[src/rtl/pbseq_params.svh]
// Timing constants and reset values for the push button power sequencer
`ifndef PBSEQ_PARAMS_SVH
`define PBSEQ_PARAMS_SVH
`define PBSEQ_CLK_HZ 10000000
`define PBSEQ_ON_DB_MS 128
`define PBSEQ_OFF_DB_MS 32
`define PBSEQ_BLANK_MS 512
`define PBSEQ_LOCKOUT_MS 256
`define PBSEQ_TIMEOUT_MS 128
`define PBSEQ_REQ_FILT_US 30
`define PBSEQ_MS_CYC(ms) ((ms) * (`PBSEQ_CLK_HZ / 1000))
`define PBSEQ_US_CYC(us) (((us) * (`PBSEQ_CLK_HZ / 1000) + 999) / 1000)
`define PBSEQ_INT_RST 1'h1
`define PBSEQ_CNT_W 32
`endif

[src/rtl/pbseq_pkg.sv]
// Types shared by the push button power sequencer
package pbseq_pkg;
  typedef enum logic [2:0] {
    PBSEQ_OFF,
    PBSEQ_BLANK,
    PBSEQ_RUN,
    PBSEQ_SHUTDOWN,
    PBSEQ_LOCKOUT,
    PBSEQ_RELEASE
  } pbseq_state_t;

  typedef struct packed {
    logic power_en;
    logic shutdown_int_n;
  } pbseq_out_t;
endpackage

[src/rtl/pbseq_top.sv]
// Push button power sequencer with debounce, blanking, timeout and lockout
`timescale 1ns/1ps
`include "pbseq_params.svh"
module pbseq_top
  import pbseq_pkg::*;
#(
  parameter bit EN_ACTIVE_HIGH = 1'b1,
  parameter int unsigned ON_DB_CYC = `PBSEQ_MS_CYC(`PBSEQ_ON_DB_MS),
  parameter int unsigned OFF_DB_CYC = `PBSEQ_MS_CYC(`PBSEQ_OFF_DB_MS),
  parameter int unsigned BLANK_CYC = `PBSEQ_MS_CYC(`PBSEQ_BLANK_MS),
  parameter int unsigned LOCKOUT_CYC = `PBSEQ_MS_CYC(`PBSEQ_LOCKOUT_MS),
  parameter int unsigned TIMEOUT_CYC = `PBSEQ_MS_CYC(`PBSEQ_TIMEOUT_MS),
  parameter int unsigned REQ_FILT_CYC = `PBSEQ_US_CYC(`PBSEQ_REQ_FILT_US)
) (
  input wire logic clock,
  input wire logic arst_n,
  input wire logic clk_en,
  input wire logic power_button_n,
  input wire logic shutdown_req_n,
  input wire logic [31:0] off_debounce_extend,
  input wire logic [31:0] shutdown_timeout_extend,
  output pbseq_pkg::pbseq_out_t pins_ff
);
  import pbseq_pkg::*;

  logic pb_s1_ff;
  logic pb_s2_ff;
  logic rq_s1_ff;
  logic rq_s2_ff;
  logic req_n;
  logic [31:0] tmr_ff;
  logic [31:0] db_ff;
  logic [31:0] hi_ff;
  pbseq_state_t state_ff;
  pbseq_state_t nxt_state;
  logic on_now;

  // Two-stage synchronisers for pin inputs
  always_ff @(posedge clock or negedge arst_n)
  begin
    if (!arst_n)
    begin
      pb_s1_ff <= 1'h1;
      pb_s2_ff <= 1'h1;
      rq_s1_ff <= 1'h1;
      rq_s2_ff <= 1'h1;
    end
    else if (clk_en)
    begin
      pb_s1_ff <= power_button_n;
      pb_s2_ff <= pb_s1_ff;
      rq_s1_ff <= shutdown_req_n;
      rq_s2_ff <= rq_s1_ff;
    end
  end

  pbseq_filter #(
    .FILT_CYC(REQ_FILT_CYC)
  ) u_req_filt (
    .clock(clock),
    .arst_n(arst_n),
    .clk_en(clk_en),
    .din_n(rq_s2_ff),
    .dout_n(req_n)
  );

  // Button debounce counter, cleared by any high level
  always_ff @(posedge clock or negedge arst_n)
  begin
    if (!arst_n)
      db_ff <= 32'h0;
    else if (clk_en)
    begin
      if (pb_s2_ff || (state_ff != nxt_state))
        db_ff <= 32'h0;
      else if (db_ff != 32'hffffffff)
        db_ff <= db_ff + 32'h1;
    end
  end

  // Button-high counter for the release debounce, cleared by any low level
  always_ff @(posedge clock or negedge arst_n)
  begin
    if (!arst_n)
      hi_ff <= 32'h0;
    else if (clk_en)
    begin
      if (!pb_s2_ff || (state_ff != nxt_state))
        hi_ff <= 32'h0;
      else if (hi_ff != 32'hffffffff)
        hi_ff <= hi_ff + 32'h1;
    end
  end

  // Sequencing state machine
  always_comb
  begin
    nxt_state = state_ff;
    case (state_ff)
      PBSEQ_OFF:
        if (db_ff >= ON_DB_CYC - 1 && !pb_s2_ff)
          nxt_state = PBSEQ_BLANK;
      PBSEQ_BLANK:
        if (tmr_ff >= BLANK_CYC - 1)
          nxt_state = req_n ? PBSEQ_RELEASE : PBSEQ_OFF;
      PBSEQ_RUN:
        if (!req_n)
          nxt_state = PBSEQ_LOCKOUT;
        else if (db_ff >= OFF_DB_CYC - 1 + off_debounce_extend && !pb_s2_ff)
          nxt_state = PBSEQ_SHUTDOWN;
      PBSEQ_SHUTDOWN:
        if (!req_n)
          nxt_state = PBSEQ_LOCKOUT;
        else if (tmr_ff >= TIMEOUT_CYC - 1 + shutdown_timeout_extend)
          nxt_state = PBSEQ_RELEASE;
      PBSEQ_LOCKOUT:
        if (tmr_ff >= LOCKOUT_CYC - 1)
          nxt_state = PBSEQ_RELEASE;
      PBSEQ_RELEASE:
        if (hi_ff >= OFF_DB_CYC - 1 && pb_s2_ff)
          nxt_state = (state_ff == PBSEQ_RELEASE && on_now) ? PBSEQ_RUN : PBSEQ_OFF;
      default:
        nxt_state = PBSEQ_OFF;
    endcase
  end

  // Release state waits for the button to be seen high, then settles
  assign on_now = pins_ff.power_en == EN_ACTIVE_HIGH;

  always_ff @(posedge clock or negedge arst_n)
  begin
    if (!arst_n)
      state_ff <= PBSEQ_OFF;
    else if (clk_en)
      state_ff <= nxt_state;
  end

  // Period timer, restarted on each state change
  always_ff @(posedge clock or negedge arst_n)
  begin
    if (!arst_n)
      tmr_ff <= 32'h0;
    else if (clk_en)
    begin
      if (state_ff != nxt_state)
        tmr_ff <= 32'h0;
      else if (tmr_ff != 32'hffffffff)
        tmr_ff <= tmr_ff + 32'h1;
    end
  end

  // Registered outputs with selectable enable polarity
  always_ff @(posedge clock or negedge arst_n)
  begin
    if (!arst_n)
    begin
      pins_ff.power_en <= ~EN_ACTIVE_HIGH;
      pins_ff.shutdown_int_n <= `PBSEQ_INT_RST;
    end
    else if (clk_en)
    begin
      if (nxt_state == PBSEQ_BLANK)
        pins_ff.power_en <= EN_ACTIVE_HIGH;
      else if (nxt_state == PBSEQ_OFF || nxt_state == PBSEQ_LOCKOUT)
        pins_ff.power_en <= ~EN_ACTIVE_HIGH;
      else if (state_ff == PBSEQ_SHUTDOWN && nxt_state == PBSEQ_RELEASE)
        pins_ff.power_en <= ~EN_ACTIVE_HIGH;
      pins_ff.shutdown_int_n <= (nxt_state != PBSEQ_SHUTDOWN);
    end
  end

  a_abort_drop: assert property (@(posedge clock) disable iff (!arst_n)
    (clk_en && state_ff == PBSEQ_BLANK && nxt_state == PBSEQ_OFF) |=>
    (pins_ff.power_en == ~EN_ACTIVE_HIGH))
    else $error("Power-on abort did not drop enable");

  a_req_drop: assert property (@(posedge clock) disable iff (!arst_n)
    (clk_en && state_ff == PBSEQ_RUN && !req_n) |=>
    (pins_ff.power_en == ~EN_ACTIVE_HIGH && state_ff == PBSEQ_LOCKOUT))
    else $error("Shutdown request did not drop enable");

  a_lockout_hold: assert property (@(posedge clock) disable iff (!arst_n)
    (state_ff == PBSEQ_LOCKOUT) |-> (pins_ff.power_en == ~EN_ACTIVE_HIGH))
    else $error("Enable asserted during lockout");

  a_int_low: assert property (@(posedge clock) disable iff (!arst_n)
    $fell(pins_ff.shutdown_int_n) |-> (state_ff == PBSEQ_SHUTDOWN && tmr_ff == 32'h0))
    else $error("Interrupt fell outside shutdown entry");

  a_on_debounce: assert property (@(posedge clock) disable iff (!arst_n)
    (state_ff == PBSEQ_OFF && clk_en && nxt_state == PBSEQ_BLANK) |->
    (db_ff >= ON_DB_CYC - 1 && !pb_s2_ff))
    else $error("Enable asserted without full press");

  a_db_restart: assert property (@(posedge clock) disable iff (!arst_n)
    (clk_en && pb_s2_ff) |=> (db_ff == 32'h0))
    else $error("Debounce did not restart on high");

  a_timeout_rel: assert property (@(posedge clock) disable iff (!arst_n)
    (state_ff == PBSEQ_SHUTDOWN && nxt_state == PBSEQ_RELEASE && clk_en) |=>
    (pins_ff.power_en == ~EN_ACTIVE_HIGH && pins_ff.shutdown_int_n))
    else $error("Timeout did not release enable");

  a_filt_short: assert property (@(posedge clock) disable iff (!arst_n)
    (clk_en && $fell(req_n)) |->
    ($past(!rq_s2_ff)))
    else $error("Request accepted without low input");

  a_offdb_len: assert property (@(posedge clock) disable iff (!arst_n)
    (clk_en && state_ff == PBSEQ_RUN && nxt_state == PBSEQ_SHUTDOWN) |->
    (db_ff >= OFF_DB_CYC - 1 + off_debounce_extend))
    else $error("Turn-off accepted early");
endmodule // pbseq_top

[src/rtl/pbseq_filter.sv]
// Low-pulse qualifier: output low only after input low for a set count
`timescale 1ns/1ps
`include "pbseq_params.svh"
module pbseq_filter #(
  parameter int unsigned FILT_CYC = 300
) (
  input wire logic clock,
  input wire logic arst_n,
  input wire logic clk_en,
  input wire logic din_n,
  output logic dout_n
);
  logic [15:0] cnt_ff;

  always_ff @(posedge clock or negedge arst_n)
  begin
    if (!arst_n)
    begin
      cnt_ff <= 16'h0;
      dout_n <= 1'h1;
    end
    else if (clk_en)
    begin
      if (din_n)
      begin
        cnt_ff <= 16'h0;
        dout_n <= 1'h1;
      end
      else if (cnt_ff >= 16'(FILT_CYC - 1))
        dout_n <= 1'h0;
      else
        cnt_ff <= cnt_ff + 16'h1;
    end
  end
endmodule // pbseq_filter

[config.mk]
export PLATFORM = sky130hd
export DESIGN_NAME = pbseq_top
export DESIGN_NICKNAME = d
export VERILOG_FILES = /design/src/rtl/pbseq_pkg.sv /design/src/rtl/pbseq_top.sv /design/src/rtl/pbseq_filter.sv
export VERILOG_INCLUDE_DIRS = /design/src /design/src/rtl
export SDC_FILE = /design/constraint.sdc
export NUM_CORES = 1
export LEC_CHECK = 0
export BUFFER_PORTS_ARGS = -buffer_cell sky130_fd_sc_hd__buf_4
export CAP_MARGIN = 20
export CORE_MARGIN = 3
export CORE_UTILIZATION = 30
export DETAILED_ROUTE_END_ITERATION = 12
export SYNTH_ARGS = -nofsm -noshare
export SYNTH_HDL_FRONTEND = slang
export SYNTH_SLANG_ARGS = --single-unit
[constraint.sdc]
create_clock -name clock -period 3.7 [get_ports clock]
set_input_delay 0.555 -clock clock [delete_from_list [all_inputs] [get_ports clock]]
set_output_delay 0.555 -clock clock [all_outputs]
set_load 0.05 [all_outputs]
==> flow_metrics.py, run 1 <==
metrics = {
    "outcome": {
        "outcome": "finished, violations left",
        "failed_checks": "setup timing",
    },
    "final_layout": {
        "area_growth_pct": 38.3,
        "layout-drive-gt1-share": 0.292,
        "layout.nets": 1481,
        "num_antenna_cells": 0,
        "stdcell_count": 1751,
    },
    "power": {
        "leakage_nw": 5.65,
        "vdd_drop_max_mv": 0.386,
        "power.density_nw_per_um2": 473,
        "power_w": 0.00626,
    },
    "global_route": {
        "grt_busiest_layer": "met2",
        "use_met2": 0.258,
        "grt_overflow": 0,
        "antenna_found_initial": 0,
        "use_met1": 0.212,
        "grt_max_degree": 78,
        "grt_pass1_wl_um": 44200,
        "grt_pass1_vias": 9016,
        "grt_util_met3": 0.0249,
        "grt_use_total": 0.155,
    },
    "clock_network": {
        "clock-sinks": 122,
        "clock-root-buffer": "clkbuf_16",
        "cts_made_buffers": 17,
        "cts_buffer_depth": 2,
        "cts_hold_buf": 0,
        "htree_levels": 4,
        "tritoncts": "done",
        "path_clk_slew_ps": 60,
        "worstSkewPairLatency_ps": 420,
    },
    "synthesis": {
        "ys_seq_area_frac": 0.319,
        "synth-edff-count": 0,
        "yosysWarnings": 0,
        "synth_fp_nets": 1270,
        "syn_area_um2": 9580,
        "synthArstFlopShare": 1.00,
        "synth.distinct_cells": 74,
        "synth_cells": 1131,
        "synth_flop_cell": "dfrtp_1",
        "synth-seq-cells": 122,
        "syn_avg_cell_area_um2": 8.47,
    },
    "place": {
        "port_buffers": 70,
        "gp_congestion": 0.832,
        "post-dp-hpwl_um": 18400,
        "dp_cells": 1682,
        "pre_cts_slack_ps": -1230,
    },
    "routing": {
        "drt_iter0_markers": 766,
        "routed_wl_um": 26700,
        "viasPerCell": 5.40,
        "dr.pass1.iters": 5,
        "ant_nets": 0,
        "dr_total_vias": 9456,
        "wl_per_cell_um": 15.2,
        "drcViolationCount": 0,
    },
    "sta": {
        "skew_ps": 11.8,
        "worstMarginPinSlew_ps": 1050,
        "post-route-period-util": 1.19,
        "fmax_mhz": 228,
        "rsz0062_at_grt": "true",
        "finalHoldViolCount": 0,
        "tns_ps": -58170,
        "final.setup.worst_slack_ps": -691,
        "relSlewSlack": 0.290,
        "maxSlewViolCount": 0,
        "period_needed_ps": 4390,
        "finalSetupViolCount": 101,
    },
    "floorplanning": {
        "fp.dieH_um": 185,
        "rows": 64,
        "core_area_um2": 31100,
        "dieArea_um2": 34100,
        "initial_core_util": 0.308,
        "ioPinCount": 71,
        "die_w_um": 185,
    },
    "min_path": {
        "hp-class": "input pin to async pin",
    },
    "critical_path": {
        "crit_family": "simple AND/OR/NAND/NOR gates",
        "cp_num_buf_inv": 3,
        "critPathMaxStageDelay_ps": 460,
        "end_kind": "register",
        "crit_chain": "buf_6 > nor4_4 > nand3_2 > and2_4 > or4_4 > a31oi_4 > or2_4 > nor2_4 > nand4_1 > xor2_1 > ha_1 > nand4_1 > nor3_2 > a221o_1 > o31a_1 > a41oi_2 > and2_4 > o21ai_4 > nor2_4 > buf_6 > clkbuf_16 > nor2_2",
        "cp_max_fo": 7,
        "worst-setup-path-type": "input pin to register",
        "arrival_ps": 4690,
        "worstPathRequired_ps": 4000,
        "slowest_stage": "or4_4",
        "cp-start-kind": "input pin",
    },
    "flow_run": {
        "cap_violations": 0,
    },
}
==> report_power, final <==
group	total (W)	switching, W	internal [W]
Combinational	0.00303	0.00146	0.00157
Clock	0.00175	0.000632	0.00111
Sequential	0.00149	0.0000878	0.00140
Total	0.00626	0.00218	0.00409
==> per-stage QoR <==
| stage | hold WS (ps) | util | instance area (um2) |
|---|---|---|---|
| 6_report | 203 | 0.426 | 13200 |
| 5_1_grt | 254 | 0.426 | 13200 |
| 4_1_cts | 227 | 0.407 | 12600 |
| 3_5_place_dp | 482 | 0.371 | 11500 |
| 3_3_place_gp | 484 | 0.371 | 11500 |
| 2_1_floorplan | 259 | - | 9740 |
==> cell type report <==
cell class              count  area [um2]
clock buffers              22         474
well taps                 396         495
flip-flops and latches    122        3060
fillers                  2993       17800
clock inverters            10         141
repair buffers            234        2040
inverters                  38         143
multi-input cells         929        6890
==> state kept, by name, indices dropped and copies added, names as in the netlist <==
name / count
pb_s2_ff: 1
pins_ff: 1
u_req_filt.cnt_ff: 16
rq_s1_ff: 1
rq_s2_ff: 1
on_now: 1
u_req_filt.dout_n: 1
state_ff: 3
pb_s1_ff: 1
db_ff: 32
tmr_ff: 32
hi_ff: 32
==> logic make-up (layout without fill, tap and decap cells) <==
logic type,Yosys count,after routing,synth area share
DFF,122,122,0.319
muxes,15,15,0.0163
xor gates and xnor gates,95,95,0.0868
AOI/OAI and AO/OA,246,247,0.177
and+or+nand+nor,502,502,0.273
adders and majority gates,70,70,0.0914
buffers and inverters,81,304,0.0357
==> placed cells by master (no fill, tap or decap), types with 27 or more instances in the layout <==
| cell | synthesis | layout |
|---|---|---|
| buf_4 | 2 | 190 |
| dfrtp_1 | 116 | 116 |
| nand2_1 | 95 | 92 |
| nor2_1 | 107 | 73 |
| ha_1 | 70 | 70 |
| nand3_1 | 66 | 55 |
| xor2_1 | 56 | 53 |
| nand4_1 | 51 | 51 |
| a21oi_1 | 51 | 40 |
| xnor2_1 | 39 | 38 |
| inv_1 | 37 | 37 |
| and3_1 | 30 | 30 |
| buf_6 | 2 | 29 |
| nor3_1 | 31 | 28 |
| a31oi_1 | 30 | 27 |
==> synthesized netlist by cell type, types with 31 or more instances <==
master,number,area share
a21oi_1,51,0.027
dfrtp_1,116,0.30
ha_1,70,0.091
inv_1,37,0.014
nand2_1,95,0.037
nand3_1,66,0.034
nand4_1,51,0.033
nor2_1,107,0.042
nor3_1,31,0.016
o21ai_0,37,0.019
xnor2_1,39,0.036
xor2_1,56,0.051
==> per-layer routing <==
| layer | part of all wire | wire, um |
|---|---|---|
| met1 | 0.47 | 12600 |
| met5 | 0 | 0 |
| met2 | 0.48 | 12700 |
| met4 | 0.013 | 340 |
| met3 | 0.039 | 1050 |
==> worst paths after layout <==
kind	endpoint	startpoint	cells after the start	slack, ps
max	tmr_ff[2]$_DFFE_PN0P_	off_debounce_extend[2]	22	-690
min	db_ff[6]$_DFFE_PN0P_	arst_n	1	200
max reg2reg	tmr_ff[2]$_DFFE_PN0P_	db_ff[0]$_DFFE_PN0P_	13	200
min reg2reg	pb_s2_ff$_DFFE_PN1P_	pb_s1_ff$_DFFE_PN1P_	2	490
max in group asynchronous	pins_ff[0]$_DFFE_PN1P_	arst_n	2	2640
min in group clock	rq_s1_ff$_DFFE_PN1P_	shutdown_req_n	2	370
==> repair_timing <==
| action | 4_1_cts | 5_1_grt |
|---|---|---|
| gates resized for setup | 62 | 128 |
| cloned | 3 | 5 |
| pin swaps | 21 | 70 |
| hold endpoints to repair | 0 | 0 |
| setup buffers | 19 | 16 |
| endpoints found under the setup margin | 101 | 101 |
No activity file was read; power rests on OpenSTA's default activity.
==> run 2, diff against run 1 <==
- ABC_AREA: not set -> 1
- REMOVE_ABC_BUFFERS: not set -> 1
==> flow_metrics.py, run 2 <==
metrics = {
    "final_layout": {
        "layout-drive-gt1-share": 0.236,
        "final_cell_mix": "378 x nand2_1, 209 x inv_1, 183 x buf_4, 144 x nor2_1, 116 x dfrtp_1",
        "final_core_utilization": 0.411,
        "num_antenna_cells": 0,
        "final_area_um2": 14300,
        "area_growth_pct": 33.7,
        "layout.nets": 1920,
        "top_regs": "db_ff: 32 flops, hi_ff: 32 flops, tmr_ff: 32 flops",
        "final_common_cell": "nand2_1",
    },
    "power": {
        "leakage_nw": 7.16,
        "power.density_nw_per_um2": 291,
        "vdd_drop_max_mv": 0.304,
    },
    "critical_path": {
        "cp-start-kind": "input pin",
        "slowest_stage": "ha_1",
        "arrival_ps": 4280,
        "worst-setup-path-type": "input pin to register",
        "critPathMaxStageDelay_ps": 340,
        "crit_family": "simple AND/OR/NAND/NOR gates",
        "cp_num_buf_inv": 7,
        "end_kind": "register",
        "worstPathRequired_ps": 4010,
        "path_common_cell": "nand2_2",
        "worst-r2r-setup-slack_ps": 670,
        "cp_max_fo": 9,
    },
    "routing": {
        "dr.pass1.iters": 5,
        "routed_wl_um": 30100,
        "wl_per_cell_um": 13.4,
        "ant_nets": 0,
        "drt_iter0_markers": 768,
        "dr_total_vias": 10723,
        "viasPerCell": 4.77,
        "drcViolationCount": 0,
    },
    "place": {
        "port_buffers": 70,
        "place_area_um2": 12500,
        "gp_congestion": 0.942,
        "post-dp-hpwl_um": 20800,
    },
    "synthesis": {
        "yosys-top-cells-count": "427 x nand2_1, 218 x inv_1, 173 x nor2_1",
        "ys_seq_area_frac": 0.286,
        "synth_top_area_frac": 0.272,
        "ys_top_cells_by_area": "dfrtp_1 27%, nand2_1 15%, xor2_1 8.3%",
        "syn_area_um2": 10700,
        "synth-edff-count": 0,
        "synthArstFlopShare": 1.00,
        "synth-seq-cells": 122,
        "yosysWarnings": 0,
        "synth_cells": 1582,
        "synth.most_common_cell": "nand2_1",
        "syn_avg_cell_area_um2": 6.75,
        "synth_flop_cell": "dfrtp_1",
        "synth.distinct_cells": 47,
        "yosysTopAreaCell": "dfrtp_1",
    },
    "clock_network": {
        "cts_hold_buf": 0,
        "cts_buffer_depth": 2,
        "clock-root-buffer": "clkbuf_16",
        "worstSkewPairLatency_ps": 420,
        "cts_made_buffers": 17,
        "tritoncts": "done",
        "htree_levels": 4,
        "clock-sinks": 122,
        "path_clk_slew_ps": 60,
    },
    "sta": {
        "hold_ws_ps": 233,
        "post-route-period-util": 1.07,
        "period_needed_ps": 3980,
        "final.setup.worst_slack_ps": -277,
        "relSlewSlack": 0.345,
        "skew_ps": 10.2,
        "finalSetupViolCount": 93,
        "rsz0062_at_grt": "true",
        "maxSlewViolCount": 0,
        "fmax_mhz": 251,
        "finalHoldViolCount": 0,
        "worstMarginPinSlew_ps": 983,
    },
    "outcome": {
        "outcome": "finished, violations left",
        "failed_checks": "setup timing",
    },
    "floorplanning": {
        "dieArea_um2": 37900,
        "fp.dieH_um": 195,
        "die_w_um": 195,
        "ioPinCount": 71,
        "core_area_um2": 34800,
        "initial_core_util": 0.307,
        "rows": 68,
    },
    "global_route": {
        "grt_pass1_wl_um": 49300,
        "antenna_found_initial": 0,
        "grt_pass1_vias": 10454,
        "grt_use_total": 0.153,
        "grt_max_degree": 84,
        "grt_overflow": 0,
    },
    "flow_run": {
        "cap_violations": 0,
    },
    "min_path": {
        "hp-class": "input pin to async pin",
    },
}
run 2: cell families (layout without fill, tap and decap cells):
| family | Yosys count | in the layout | share of synthesized area |
|---|---|---|---|
| simple gates | 885 | 885 | 0.367 |
| flops | 122 | 122 | 0.286 |
| compound gates | 99 | 99 | 0.0519 |
| buf+inv | 269 | 481 | 0.100 |
| fa+ha+maj | 70 | 70 | 0.0820 |
| xor+xnor | 137 | 137 | 0.112 |
run 2: layer usage:
| layer | share of wire | vias up | track usage |
|---|---|---|---|
| li1 | - | 5514 | - |
| met1 | 0.45 | 4940 | 0.195 |
| met2 | 0.49 | 219 | 0.268 |
| met3 | 0.035 | 50 | 0.0206 |
| met4 | 0.021 | 0 | 0.0471 |
| met5 | 0 | - | 0 |
run 2: what timing repair did:
action                     CTS  global route
buffers inserted            36             8
gates resized for setup    106           102
pin swaps                   37           103
setup endpoints to repair  101           101
hold endpoints to repair     0             0
cloned                       3             7
run 2: power breakdown:
| part | switching [W] | internal [W] |
|---|---|---|
| Combinational | 0.000562 | 0.000500 |
| Sequential | 0.0000636 | 0.00139 |
| Clock | 0.000685 | 0.000958 |
run 2: per-stage QoR:
stage | setup slack, ps | power, W | instances | TNS, ps
final | -277 | 0.00416 | 2249 | -19720
after CTS | -286 | 0.00405 | 2239 | -23350
after global placement | -932 | 0.00224 | 2170 | -82710
after detailed placement | -1050 | 0.00226 | 2170 | -95060
after floorplan | -818 | 0.00184 | 1537 | -73070
after global routing | -532 | 0.00436 | 2249 | -43430
run 2: worst paths after layout:
path / cells after the start / end / from
hold reg to reg: 2 / pb_s1_ff$_DFFE_PN1P_ / pb_s1_ff$_DFFE_PN1P_
max in group asynchronous: 2 / db_ff[25]$_DFFE_PN0P_ / arst_n
min in group clock: 3 / pb_s1_ff$_DFFE_PN1P_ / power_button_n
setup reg to reg: 15 / tmr_ff[19]$_DFFE_PN0P_ / tmr_ff[1]$_DFFE_PN0P_
setup / recovery: 31 / tmr_ff[5]$_DFFE_PN0P_ / shutdown_timeout_extend[0]
hold / removal: 1 / tmr_ff[29]$_DFFE_PN0P_ / arst_n
run 2: final cells by class:
| class | count | area (um2) |
|---|---|---|
| multi-input cells | 1191 | 7160 |
| clock inverters | 14 | 136 |
| repair buffers | 225 | 2070 |
| clock buffers | 18 | 439 |
| well taps | 455 | 569 |
| flip-flops and latches | 122 | 3060 |
| inverters | 224 | 857 |
| fillers | 3572 | 20500 |
